File: config.mk
export PLATFORM = sky130hd
export DESIGN_NAME = prsel_ctrl
export DESIGN_NICKNAME = d
export VERILOG_FILES = /design/src/rtl/prsel_pkg.sv /design/src/rtl/prsel_ctrl.sv
export VERILOG_INCLUDE_DIRS = /design/src /design/src/rtl
export SDC_FILE = /design/constraint.sdc
export NUM_CORES = 1
export LEC_CHECK = 0
export BUFFER_PORTS_ARGS = -buffer_cell sky130_fd_sc_hd__buf_4
export CAP_MARGIN = 10
export CORE_MARGIN = 2
export CORE_UTILIZATION = 53
export DETAILED_ROUTE_END_ITERATION = 7
export PLACE_DENSITY = 0.83
export SETUP_SLACK_MARGIN = 0.4
export SYNTH_ARGS = -nofsm -noshare
export SYNTH_HDL_FRONTEND = slang
export SYNTH_SLANG_ARGS = --single-unit
File: constraint.sdc
create_clock -name pclk -period 3.9 [get_ports pclk]
set_clock_uncertainty 0.1 [all_clocks]
set_input_delay 0.78 -clock pclk [delete_from_list [all_inputs] [get_ports pclk]]
set_output_delay 0.78 -clock pclk [all_outputs]
set_load 0.02 [all_outputs]
File: src/rtl/prsel_regs.svh
`ifndef PRSEL_REGS_SVH
`define PRSEL_REGS_SVH
// register indices as printed; byte address is four times the index
`define PRSEL_IDX_RXCTL 12'h108
`define PRSEL_IDX_RXSEL 12'h109
`define PRSEL_IDX_HOLD 12'h10a
`define PRSEL_IDX_FLOCK 12'h10b
`define PRSEL_IDX_STAT 12'h10c
`define PRSEL_ADDR_W 14
// field positions
`define PRSEL_RXCTL_DIFF 5
`define PRSEL_RXSEL_NEG 0
`define PRSEL_HOLD_EN 3
`define PRSEL_MODE_PIN 2
`define PRSEL_MODE_MAN 1
`define PRSEL_FLOCK_EN 7
// reset values
`define PRSEL_RST_RXCTL 8'h00
`define PRSEL_RST_RXSEL 8'h00
`define PRSEL_RST_HOLD 8'h00
`define PRSEL_RST_FLOCK 8'h00
// mode codes
`define PRSEL_MODE_NONREV 3'h0
`define PRSEL_MODE_REVERT 3'h1
`define PRSEL_MODE_PRI 3'h2
`define PRSEL_MODE_SEC 3'h3
`endif

File: src/rtl/prsel_pkg.sv
package prsel_pkg;
  // which reference drives the loop
  typedef enum logic {PRSEL_PRI, PRSEL_SEC} prsel_ref_t;
  // state of the automatic switchover
  typedef enum logic [1:0] {ST_ON_PRI, ST_ON_SEC, ST_HOLD} prsel_state_t;
endpackage : prsel_pkg

File: src/rtl/prsel_ctrl.sv
`timescale 1ns/100ps
`include "prsel_regs.svh"
// Notes on behaviour
// RQ1: negative pin choice only when single-ended
// RQ2: holdover on clock failure forces midsupply tuning
// RQ3: holdover cleared tristates the charge pump
// RQ4: 3-bit mode, 010 primary, 011 secondary
// RQ5: 000 stays secondary, 001 reverts to primary
// RQ6: mode top bit follows pin, low primary
// RQ7: pin high selects secondary reference
// RQ8: fast-lock bit 7 enables fast lock
// RQ9: 7-bit fast-lock charge pump current
// RQ10: differential bit 1 differential, 0 single-ended
// RQ11: select pin synchronized before use
module prsel_ctrl (
  input wire logic pclk, // 25 MHz bus clock
  input wire logic presetn, // async reset, active low
  input wire logic psel, // apb select
  input wire logic penable, // apb enable
  input wire logic pwrite, // apb direction
  input wire logic [15:0] paddr, // apb byte address
  input wire logic [31:0] pwdata, // apb write data
  output logic [31:0] prdata, // apb read data
  output logic pready, // apb ready
  output logic pslverr, // apb error on unmapped address
  input wire logic ref_sel_pin, // board select pin, asynchronous
  input wire logic pri_valid, // primary reference present
  input wire logic sec_valid, // secondary reference present
  input wire logic fb_valid, // feedback clock present
  output logic use_secondary_r, // 1 = secondary reference selected
  output logic pri_diff_r, // primary receiver differential
  output logic pri_neg_pin_r, // primary single-ended uses negative pin
  output logic tune_mid_r, // force tuning voltage to half supply
  output logic cp_tristate_r, // charge pump output high impedance
  output logic fast_lock_r, // fast lock enabled
  output logic [6:0] fl_cp_current_r // fast lock pump current, 0.5 ua steps
);
  logic [7:0] rxctl_r;
  logic [7:0] rxsel_r;
  logic [7:0] hold_r;
  logic [7:0] flock_r;
  logic [1:0] pin_sync_r;
  logic [2:0] valid_s1_r;
  logic [2:0] valid_s2_r;
  prsel_pkg::prsel_state_t state_r;
  prsel_pkg::prsel_state_t state_nxt;
  logic [`PRSEL_ADDR_W-3:0] idx;
  logic wr_en;
  logic rd_en;
  logic hit;
  logic [2:0] mode;
  logic fail;
  logic sec_nxt;

  assign idx = paddr[`PRSEL_ADDR_W-1:2];
  assign hit = (idx >= `PRSEL_IDX_RXCTL) && (idx <= `PRSEL_IDX_STAT)
               && (paddr[1:0] == 2'h0)
               && ((paddr >> `PRSEL_ADDR_W) == 16'h0); // no aliasing
  assign wr_en = psel && penable && pwrite && pready && hit;
  assign rd_en = psel && !penable && !pwrite;
  assign mode = hold_r[2:0];

  // apb answers in the first access cycle, one cycle after setup, so pready rises there
  always_ff @(posedge pclk or negedge presetn) begin
    if (!presetn) begin
      pready <= 1'b0;
      pslverr <= 1'b0;
    end else begin
      pready <= psel && !penable;
      pslverr <= psel && !penable && !hit;
    end
  end

  // register writes; status is read-only and ignores writes
  always_ff @(posedge pclk or negedge presetn) begin
    if (!presetn) begin
      rxctl_r <= `PRSEL_RST_RXCTL; // see RQ10
      rxsel_r <= `PRSEL_RST_RXSEL;
      hold_r <= `PRSEL_RST_HOLD; // see RQ4
      flock_r <= `PRSEL_RST_FLOCK;
    end else if (wr_en) begin
      case (idx)
        `PRSEL_IDX_RXCTL: rxctl_r <= pwdata[7:0];
        `PRSEL_IDX_RXSEL: rxsel_r <= pwdata[7:0];
        `PRSEL_IDX_HOLD: hold_r <= {4'h0, pwdata[3:0]};
        `PRSEL_IDX_FLOCK: flock_r <= pwdata[7:0];
        default: ;
      endcase
    end
  end

  // read data captured in setup so it comes straight from a flop
  always_ff @(posedge pclk or negedge presetn) begin
    if (!presetn) begin
      prdata <= 32'h0;
    end else if (rd_en) begin
      case (idx)
        `PRSEL_IDX_RXCTL: prdata <= {24'h0, rxctl_r};
        `PRSEL_IDX_RXSEL: prdata <= {24'h0, rxsel_r};
        `PRSEL_IDX_HOLD: prdata <= {24'h0, hold_r};
        `PRSEL_IDX_FLOCK: prdata <= {24'h0, flock_r};
        `PRSEL_IDX_STAT: prdata <= {26'h0, tune_mid_r, use_secondary_r,
                                    pin_sync_r[1], valid_s2_r};
        default: prdata <= 32'h0;
      endcase
    end
  end

  // two-flop synchronisers; the first stage feeds only the second
  always_ff @(posedge pclk or negedge presetn) begin
    if (!presetn) begin
      pin_sync_r <= 2'h0;
      valid_s1_r <= 3'h0;
      valid_s2_r <= 3'h0;
    end else begin
      pin_sync_r <= {pin_sync_r[0], ref_sel_pin}; // see RQ11
      valid_s1_r <= {fb_valid, sec_valid, pri_valid};
      valid_s2_r <= valid_s1_r;
    end
  end

  // valid_s2_r: [0] primary, [1] secondary, [2] feedback
  assign fail = !valid_s2_r[2] ||
                (use_secondary_r ? !valid_s2_r[1] : !valid_s2_r[0]);

  // automatic switchover; manual and pin modes bypass the state
  always_comb begin
    state_nxt = state_r;
    case (state_r)
      prsel_pkg::ST_ON_PRI: begin
        if (!valid_s2_r[0] && valid_s2_r[1]) begin
          state_nxt = prsel_pkg::ST_ON_SEC;
        end
      end
      prsel_pkg::ST_ON_SEC: begin
        if (mode == `PRSEL_MODE_REVERT && valid_s2_r[0]) begin
          state_nxt = prsel_pkg::ST_ON_PRI; // see RQ5
        end else if (!valid_s2_r[1] && valid_s2_r[0]) begin
          state_nxt = prsel_pkg::ST_ON_PRI;
        end
      end
      prsel_pkg::ST_HOLD: state_nxt = prsel_pkg::ST_ON_PRI;
      default: state_nxt = prsel_pkg::ST_ON_PRI;
    endcase
  end

  always_ff @(posedge pclk or negedge presetn) begin
    if (!presetn) begin
      state_r <= prsel_pkg::ST_ON_PRI;
    end else if (mode[`PRSEL_MODE_PIN] || mode[`PRSEL_MODE_MAN]) begin
      state_r <= use_secondary_r ? prsel_pkg::ST_ON_SEC
                                 : prsel_pkg::ST_ON_PRI;
    end else begin
      state_r <= state_nxt; // see RQ5
    end
  end

  // selection by mode; pin mode ignores the low two bits
  always_comb begin
    if (mode[`PRSEL_MODE_PIN]) begin
      sec_nxt = pin_sync_r[1]; // see RQ6 see RQ7
    end else if (mode == `PRSEL_MODE_PRI) begin
      sec_nxt = 1'b0; // see RQ4
    end else if (mode == `PRSEL_MODE_SEC) begin
      sec_nxt = 1'b1; // see RQ4
    end else begin
      sec_nxt = (state_nxt == prsel_pkg::ST_ON_SEC);
    end
  end

  // loop outputs, all registered
  always_ff @(posedge pclk or negedge presetn) begin
    if (!presetn) begin
      use_secondary_r <= 1'b0;
      pri_diff_r <= 1'b0;
      pri_neg_pin_r <= 1'b0;
      tune_mid_r <= 1'b0;
      cp_tristate_r <= 1'b1;
      fast_lock_r <= 1'b0;
      fl_cp_current_r <= 7'h0;
    end else begin
      use_secondary_r <= sec_nxt;
      pri_diff_r <= rxctl_r[`PRSEL_RXCTL_DIFF]; // see RQ10
      // negative pin has no meaning in differential mode
      pri_neg_pin_r <= !rxctl_r[`PRSEL_RXCTL_DIFF] &&
                       rxsel_r[`PRSEL_RXSEL_NEG]; // see RQ1
      tune_mid_r <= hold_r[`PRSEL_HOLD_EN] && fail; // see RQ2
      cp_tristate_r <= !hold_r[`PRSEL_HOLD_EN]; // see RQ3
      fast_lock_r <= flock_r[`PRSEL_FLOCK_EN]; // see RQ8
      fl_cp_current_r <= flock_r[6:0]; // see RQ9
    end
  end
endmodule : prsel_ctrl

==> parameters.txt, run 1 <==
Parameter                              Value

Global routing
  Initial antenna violation count ... 0
  Via count of the first global-routing pass ... between 1500 and 2000
  Maximum number of pins on one net before global-route repair ... between 60 and 70
  Remaining Overflow, GRT ... 0
  Wire length of the first global-routing pass ... 8.61 mm
  Total GRT Usage ... around a fifth

Die
  Horiz. Die Dim ... between 70 and 80 µm
  Std-Cell Rows ... 26
  Placeable core region ... slightly above 5000 µm²
  Effective utilization at floorplan ... a little over half
  Area enclosed by the die boundary ... around 5900 µm²
  Number of top-level pins ... 104
  Die H ... ~77 µm

STA
  Slew margin rel. ... between 50 and 60%
  Endpoints failing hold ... 0
  Final count of pins violating max slew ... 0
  Tightest Pin Transition ... 0.727 ns
  F_max ... between 300 and 400 MHz
  Setup repair after global routing missed its margin ... false
  Setup violation total in the final timing report ... 0
  Total Negative Setup Slacks ... 0 ns
  Shortest clock period the worst path allows after layout ... 2.59 ns
  Hold_ws ... 0.249 ns
  Share of the clock period used by the worst path ... 66.3%

Clock tree
  Number of hold buffers added after CTS ... 0
  TritonCTS Sinks ... 61
  Clock Pin Slew Worst Setup and Hold Paths ... around 0.060 ns
  Clk buf depth ... 2
  Clock buffer count from CTS ... 9
  Buffer type at the clock tree root ... clkbuf_8
  Clock tree from TritonCTS ... done
  Insertion delay of the later-clocked pin in the worst-skew pair ... ~0.33 ns
  Number of buffers inserted by post-CTS setup repair ... 0
  Cells resized by post-CTS repair ... 0
  H-Tree Level Count ... 3

Detailed routing
  Post-route DRC violation count ... 0
  Routed Wire Length ... 5.17 mm
  First DRT Iteration DRCs ... 142
  First drt pass iteration count ... 4
  Total via count after detailed routing ... 1770
  Routed Antenna Nets ... 0
  Routed len/inst ... 14.8 µm
  Vias/cell ... between 5 and 6

Pwr
  Power density relative to cell area ... approximately 410 nW/µm²
  Net Sw Power ... ~300 µW
  Largest vdd supply drop ... approximately 0.00020 V
  Combinational Power Share ... roughly 7.1%
  Cell Int Power ... around 1.1 mW
  Proportion of total power due to net switching ... 21.3%
  Clock power share ... between 40% and 50%
  Reported leakage power ... ~1.7 nW
  Tot Pwr ... ~1.4 mW
  Share of power burned in registers ... between 40% and 50%

Cells and area
  Number of inserted filler cells in the final layout ... 375
  Area growth from synthesis to layout ... 21.6%
  Nets ... 330
  N_diodes ... 0
  Proportion of layout cells with a drive suffix above 1 ... between 30% and 40%
  Final standard cell area without fillers ... ~3400 µm²

Worst setup path
  Critical path peak fanout ... 8
  Critical path startpoint ... paddr[5]
  Crit Path Category ... in -> reg
  Cell with the largest stage delay on the worst path ... nor2b_1
  RR Endpoint ... rxctl_r[5]$_DFFE_PN0P_
  Category of cells accounting for the largest share of critical-path delay ... simple AND/OR/NAND/NOR gates
  Data required, critical path ... 4.01 ns
  Slowest cell delay on critical path ... about 0.59 ns
  Cell-by-cell listing of the critical path ... buf_4 > nor2b_1 > nand4_4 > nor4_4 > mux2_2
  Arrival time of data at the critical path endpoint ... 2.70 ns
  Worst R2R Path Depth ... 4
  Worst setup path end ... rxctl_r[5]$_DFFE_PN0P_
  Worst setup EP type ... flop
  Startpoint type of the worst setup path ... input port
  Register-to-register setup slack ... between 1.5 and 2 ns
  Critical path depth ... 5
  Total buffers and inverters traversed by the critical path ... 1
  Start of the worst register-to-register path ... pready$_DFF_PN0_

Logic synthesis
  Number of synthesized flops with an enable pin ... 0
  Cell type contributing the most total cell area after synthesis ... dfrtp_1
  Post-synth ARST share ... 100%
  Largest cells by area after synthesis ... dfrtp_1 (54%), mux2_2 (8.9%), buf_4 (6.5%)
  Total standard cell area after synthesis ... around 2800 µm²
  Distinct cells, synth ... 39
  Synthesis warning total ... 0
  Average size of a mapped cell ... between 10 and 15 µm²
  Primary flip-flop cell chosen by synthesis mapping ... dfrtp_1
  Number of cells produced by synthesis ... roughly 220
  #FFs+latches synth ... between 60 and 70
  Portion of the post-synthesis area used by sequential elements ... around 55%
  Portion of synthesized cell area occupied by the leading cell type ... a little over half

Placement
  Routability congestion estimate from global placement ... a little under 0.9
  Number of buffers inserted by port buffering ... 55
  Placed instance area ... approximately 3100 µm²

Outcome
  Outcome ... finished clean

Job
  Count of max-cap constraint violations ... 0

Hold path
  Worst Hold Class ... reg -> reg
metrics by stage:
| step | worst slack [ns] | util (%) | std cells |
|---|---|---|---|
| floorplan | 1.43 | - | 240 |
| global placement | 1.02 | 61.7 | 332 |
| detailed placement | 0.958 | 61.7 | 332 |
| CTS | 1.33 | 66.4 | 348 |
| global route | 1.18 | 66.4 | 348 |
| finish | 1.31 | 66.4 | 348 |
kinds of logic after synthesis:
group,Yosys count,share of synthesized area (%)
AO/OA/AOI/OAI,33,8.02
buffers and inverters,39,9.14
flip-flops,61,54.7
multiplexers,36,15.3
other,1,0.134
AND/OR/NAND/NOR,46,12.6
synthesized netlist by cell type, types with 2 or more instances:
library cell,n
nand3_1,6
nand3b_1,4
mux2_4,8
o31ai_1,3
buf_2,3
nor2b_1,6
dfrtp_1,60
a22oi_1,4
clkbuf_1,4
nor2_1,3
nand2_1,14
buf_6,2
a2bb2oi_1,2
a31oi_1,2
a32o_1,2
mux2_2,22
mux2i_1,6
o21ai_0,13
nor4_4,4
buf_4,24
inv_1,6
power by group through the flow:
stage / clock [mW] / sequential (mW) / combinational, mW
after floorplan: 0 / 0.656 / 0.0663
after global placement: 0 / 0.655 / 0.0984
after detailed placement: 0 / 0.656 / 0.100
after CTS: 0.672 / 0.644 / 0.100
after global routing: 0.693 / 0.644 / 0.109
final: 0.658 / 0.644 / 0.0994
final cells by class:
class                      instances  area [µm²]  share of cell area (%)
inverter                           6        22.5                   0.664
multi-input combinational        140        1100                    32.4
timing repair buffer              55         413                    12.2
clock buffer                      13         179                    5.27
sequential                        61        1530                    45.0
clock inverter                     3        65.1                    1.92
tap                               70        87.6                    2.58
metal layers:
metal	GRT usage, %	wire, µm	vias up
met5	0	0	-
met4	10.2	112	0
met3	5.33	314	10
met2	30.0	2540	70
met1	24.4	2200	856
li1	-	-	834
worst min path at each step:
| stage | cells after the start | slack [ns] | end | from |
|---|---|---|---|---|
| final | 0 | 0.25 | pin_sync_r[1]$_DFF_PN0_ | pin_sync_r[0]$_DFF_PN0_ |
| after global routing | 0 | 0.26 | pin_sync_r[1]$_DFF_PN0_ | pin_sync_r[0]$_DFF_PN0_ |
| after CTS | 0 | 0.25 | pin_sync_r[1]$_DFF_PN0_ | pin_sync_r[0]$_DFF_PN0_ |
| after detailed placement | 0 | 0.24 | pin_sync_r[1]$_DFF_PN0_ | pin_sync_r[0]$_DFF_PN0_ |
| after global placement | 0 | 0.23 | valid_s2_r[2]$_DFF_PN0_ | valid_s1_r[2]$_DFF_PN0_ |
| after floorplan | 0 | 0.23 | pin_sync_r[1]$_DFF_PN0_ | pin_sync_r[0]$_DFF_PN0_ |
state kept, by name (all words and copies together), names as in the netlist, 2 cells and up:
register	cells
rxsel_r	8
fl_cp_current_r	7
rxctl_r	8
hold_r	4
prdata	8
flock_r	8
state_r	2
valid_s1_r	3
valid_s2_r	3
pin_sync_r	2
worst reg2reg max path, stage by stage, from the launching register on:
cell and delay (ns):
dfrtp_1 0.34, and4_1 0.26, nand4_4 0.18, nor4_4 0.53, mux2_2 0.41
cells in the final DEF, fill, tap and decap left out, types with 3 or more instances in the layout:
| cell | count |
|---|---|
| buf_4 | 55 |
| clkbuf_8 | 13 |
| a22oi_1 | 4 |
| mux2_4 | 8 |
| nor2b_1 | 6 |
| o31ai_1 | 3 |
| nand3b_1 | 4 |
| nand2_1 | 14 |
| o21ai_0 | 13 |
| nor4_4 | 4 |
| mux2_2 | 22 |
| dfrtp_1 | 60 |
| nand3_1 | 6 |
| mux2i_1 | 6 |
| nor2_1 | 3 |
| inv_1 | 6 |
| conb_1 | 25 |
(Power assumes the default switching activity.)
==> run 2: changes to the inputs <==
- CORE_UTILIZATION: 53 -> 49
- PLACE_DENSITY: 0.83 -> 0.78
- clock period: 3.9 -> 2.45 ns (I/O delays scaled with it)
==> run 2 against run 1 <==
Effect of this change: via count is 0.73% higher; core utilization is 5.5 points lower; largest cell class unchanged; cell count is 0.86% higher; die area is 7.7% higher; setup slack worse by 0.84 ns.
==> parameters.txt, run 2 (same netlist as run 1, synthesis figures left out) <==
Parameter                              Value

Global routing
  Remaining Overflow, GRT ... 0 (unchanged)
  Total GRT Usage ... 17.2% (was 19.2%)
  Wire length of the first global-routing pass ... 8.10 mm (was 8.61 mm)
  Maximum number of pins on one net before global-route repair ... 62 (unchanged)
  Via count of the first global-routing pass ... 1685 (was 1796)
  Initial antenna violation count ... 0 (unchanged)

Cells and area
  Most frequent cells in the layout ... dfrtp_1 (60), buf_4 (58), conb_1 (25) (was dfrtp_1 (60), buf_4 (55), conb_1 (25))
  N_diodes ... 0 (unchanged)
  Area growth from synthesis to layout ... 20.2% (was 21.6%)
  Final standard cell area without fillers ... 3350 µm² (was 3390 µm²)
  Nets ... 333 (was 330)
  Post-Route Utilization ... 60.9% (was 66.4%)
  Proportion of layout cells with a drive suffix above 1 ... 39.4% (was 39.9%)
  Final standard cell count with taps included and fillers excluded ... 351 (was 348)
  Most common cell after layout, fill and taps aside ... dfrtp_1 (unchanged)

Placement
  Number of buffers inserted by port buffering ... 55 (unchanged)
  Worst slack at placement ... 0.127 ns (was 0.958 ns)
  Placed instance area ... 3170 µm² (was 3150 µm²)
  Routability congestion estimate from global placement ... 0.783 (was 0.872)
  DP Wirelength ... between 3 and 4 mm
  Cells after DPL ... 337 (was 332)

Worst setup path
  Data required, critical path ... 2.56 ns (was 4.01 ns)
  Cell-by-cell listing of the critical path ... buf_4 > nor4_4 > nand4_4 > or3_4 > mux2_4 (was buf_4 > nor2b_1 > nand4_4 > nor4_4 > mux2_2)
  Category of cells accounting for the largest share of critical-path delay ... simple AND/OR/NAND/NOR gates (unchanged)
  Critical path startpoint ... paddr[13] (was paddr[5])
  Crit Path Category ... in -> reg (unchanged)
  Start of the worst register-to-register path ... pready$_DFF_PN0_ (unchanged)
  Worst setup EP type ... flop (unchanged)
  Critical path depth ... 5 (unchanged)
  Critical path peak fanout ... 8 (unchanged)
  Worst R2R Path Depth ... 4 (unchanged)
  Arrival time of data at the critical path endpoint ... 2.09 ns (was 2.70 ns)
  Startpoint type of the worst setup path ... input port (unchanged)
  RR Endpoint ... flock_r[6]$_DFFE_PN0P_ (was rxctl_r[5]$_DFFE_PN0P_)
  Slowest cell delay on critical path ... 0.53 ns (was 0.59 ns)
  Total buffers and inverters traversed by the critical path ... 1 (unchanged)
  Register-to-register setup slack ... 0.57 ns (was 1.97 ns)
  Cell with the largest stage delay on the worst path ... or3_4 (was nor2b_1)
  Worst setup path end ... flock_r[6]$_DFFE_PN0P_ (was rxctl_r[5]$_DFFE_PN0P_)

Detailed routing
  Total via count after detailed routing ... 1783 (was 1770)
  First drt pass iteration count ... 4 (unchanged)
  Post-route DRC violation count ... 0 (unchanged)
  Vias/cell ... 5.08 (was 5.09)
  Routed Antenna Nets ... 0 (unchanged)
  Routed Wire Length ... 5.25 mm (was 5.17 mm)
  First DRT Iteration DRCs ... 91 (was 142)
  Routed len/inst ... 15.0 µm (was 14.8 µm)

STA
  Setup violation total in the final timing report ... 0 (unchanged)
  Share of the clock period used by the worst path ... just over 80%
  Final count of pins violating max slew ... 0 (unchanged)
  Endpoints failing hold ... 0 (unchanged)
  Setup repair after global routing missed its margin ... false (unchanged)
  Total Negative Setup Slacks ... 0 ns (unchanged)
  Hold_ws ... 0.112 ns (was 0.249 ns)
  Worst path setup slack after routing ... 0.474 ns (was 1.31 ns)
  Tightest Pin Transition ... 0.739 ns (was 0.727 ns)
  F_max ... 506 MHz
  Slew margin rel. ... 50.8% (was 51.5%)
  Shortest clock period the worst path allows after layout ... about 2.0 ns

Job
  Count of max-cap constraint violations ... 0 (unchanged)

Clock tree
  Clk buf depth ... 2 (unchanged)
  Clock tree from TritonCTS ... done (unchanged)
  Number of buffers inserted by post-CTS setup repair ... 0 (unchanged)
  Buffer type at the clock tree root ... clkbuf_8 (unchanged)
  Cells resized by post-CTS repair ... 0 (unchanged)
  Clock Pin Slew Worst Setup and Hold Paths ... 0.06 ns (about the same)
  Insertion delay of the later-clocked pin in the worst-skew pair ... 0.33 ns (about the same)
  H-Tree Level Count ... 3 (unchanged)
  Number of hold buffers added after CTS ... 0 (unchanged)
  TritonCTS Sinks ... 61 (unchanged)
  Clock buffer count from CTS ... 9 (unchanged)

Die
  Number of top-level pins ... 104 (unchanged)
  Effective utilization at floorplan ... 50.7% (was 54.7%)
  Area enclosed by the die boundary ... 6320 µm² (was 5860 µm²)
  Horiz. Die Dim ... 79.5 µm (was 76.6 µm)
  Std-Cell Rows ... 27 (was 26)
  Placeable core region ... 5510 µm² (was 5110 µm²)
  Die H ... 79.5 µm (was 76.6 µm)

Pwr
  Tot Pwr ... 2.01 mW (was 1.40 mW)
  Reported leakage power ... 1.70 nW (was 1.72 nW)
  Power density relative to cell area ... 601 nW/µm² (was 413 nW/µm²)
  Largest vdd supply drop ... 0.000296 V (was 0.000198 V)

Hold path
  Worst Hold Class ... in -> async (was reg -> reg)

Outcome
  Outcome ... finished clean (unchanged)
==> run 2: cell count changes in the layout (fill, tap and decap cells not counted) <==
cell       delta
buf_4         +3
clkbuf_1      +2
clkbuf_8      -3
bufinv_16     -1
==> run 2: how the worst min path moves through the flow <==
stage                       startpoint                            to  slack (ns)  depth (start not counted)
4_1_cts                        presetn     use_secondary_r$_DFF_PN0_        0.15                          1
3_5_place_dp   valid_s1_r[1]$_DFF_PN0_       valid_s2_r[1]$_DFF_PN0_        0.23                          0
6_report                       presetn  fl_cp_current_r[1]$_DFF_PN0_        0.11                          1
5_1_grt                      pri_valid       valid_s1_r[0]$_DFF_PN0_        0.16                          1
3_3_place_gp   valid_s1_r[0]$_DFF_PN0_       valid_s2_r[0]$_DFF_PN0_        0.23                          0
2_1_floorplan                  presetn         fast_lock_r$_DFF_PN0_        0.09                          0
==> run 2: area by class of cell <==
cell class / instances / area, µm²
fillers: 459 / 2150
well taps: 72 / 90.1
repair buffers: 58 / 435
clock inverters: 2 / 35.0
flip-flops and latches: 61 / 1530
inverters: 6 / 22.5
clock buffers: 12 / 145
multi-input cells: 140 / 1100
==> run 2: layer usage <==
metal  vias up  wire [µm]  GRT usage [%]
met5         -          0              0
met1       864       2300           22.7
li1        839          -              -
met3         8        333           2.94
met4         0        104           9.31
met2        72       2520           27.2
==> run 2: worst register-to-register path: cells and delay by family, from the launching register on <==
kind | cells | cell delay, ns
simple gates | 3 | 0.99
mux | 1 | 0.33
flops | 1 | 0.34
==> run 2: where the power goes <==
group | total [mW] | switching [mW] | internal (mW)
sequential | 1.03 | 0.00671 | 1.02
combinational | 0.159 | 0.104 | 0.0550
clock | 0.829 | 0.344 | 0.485
total | 2.01 | 0.455 | 1.56
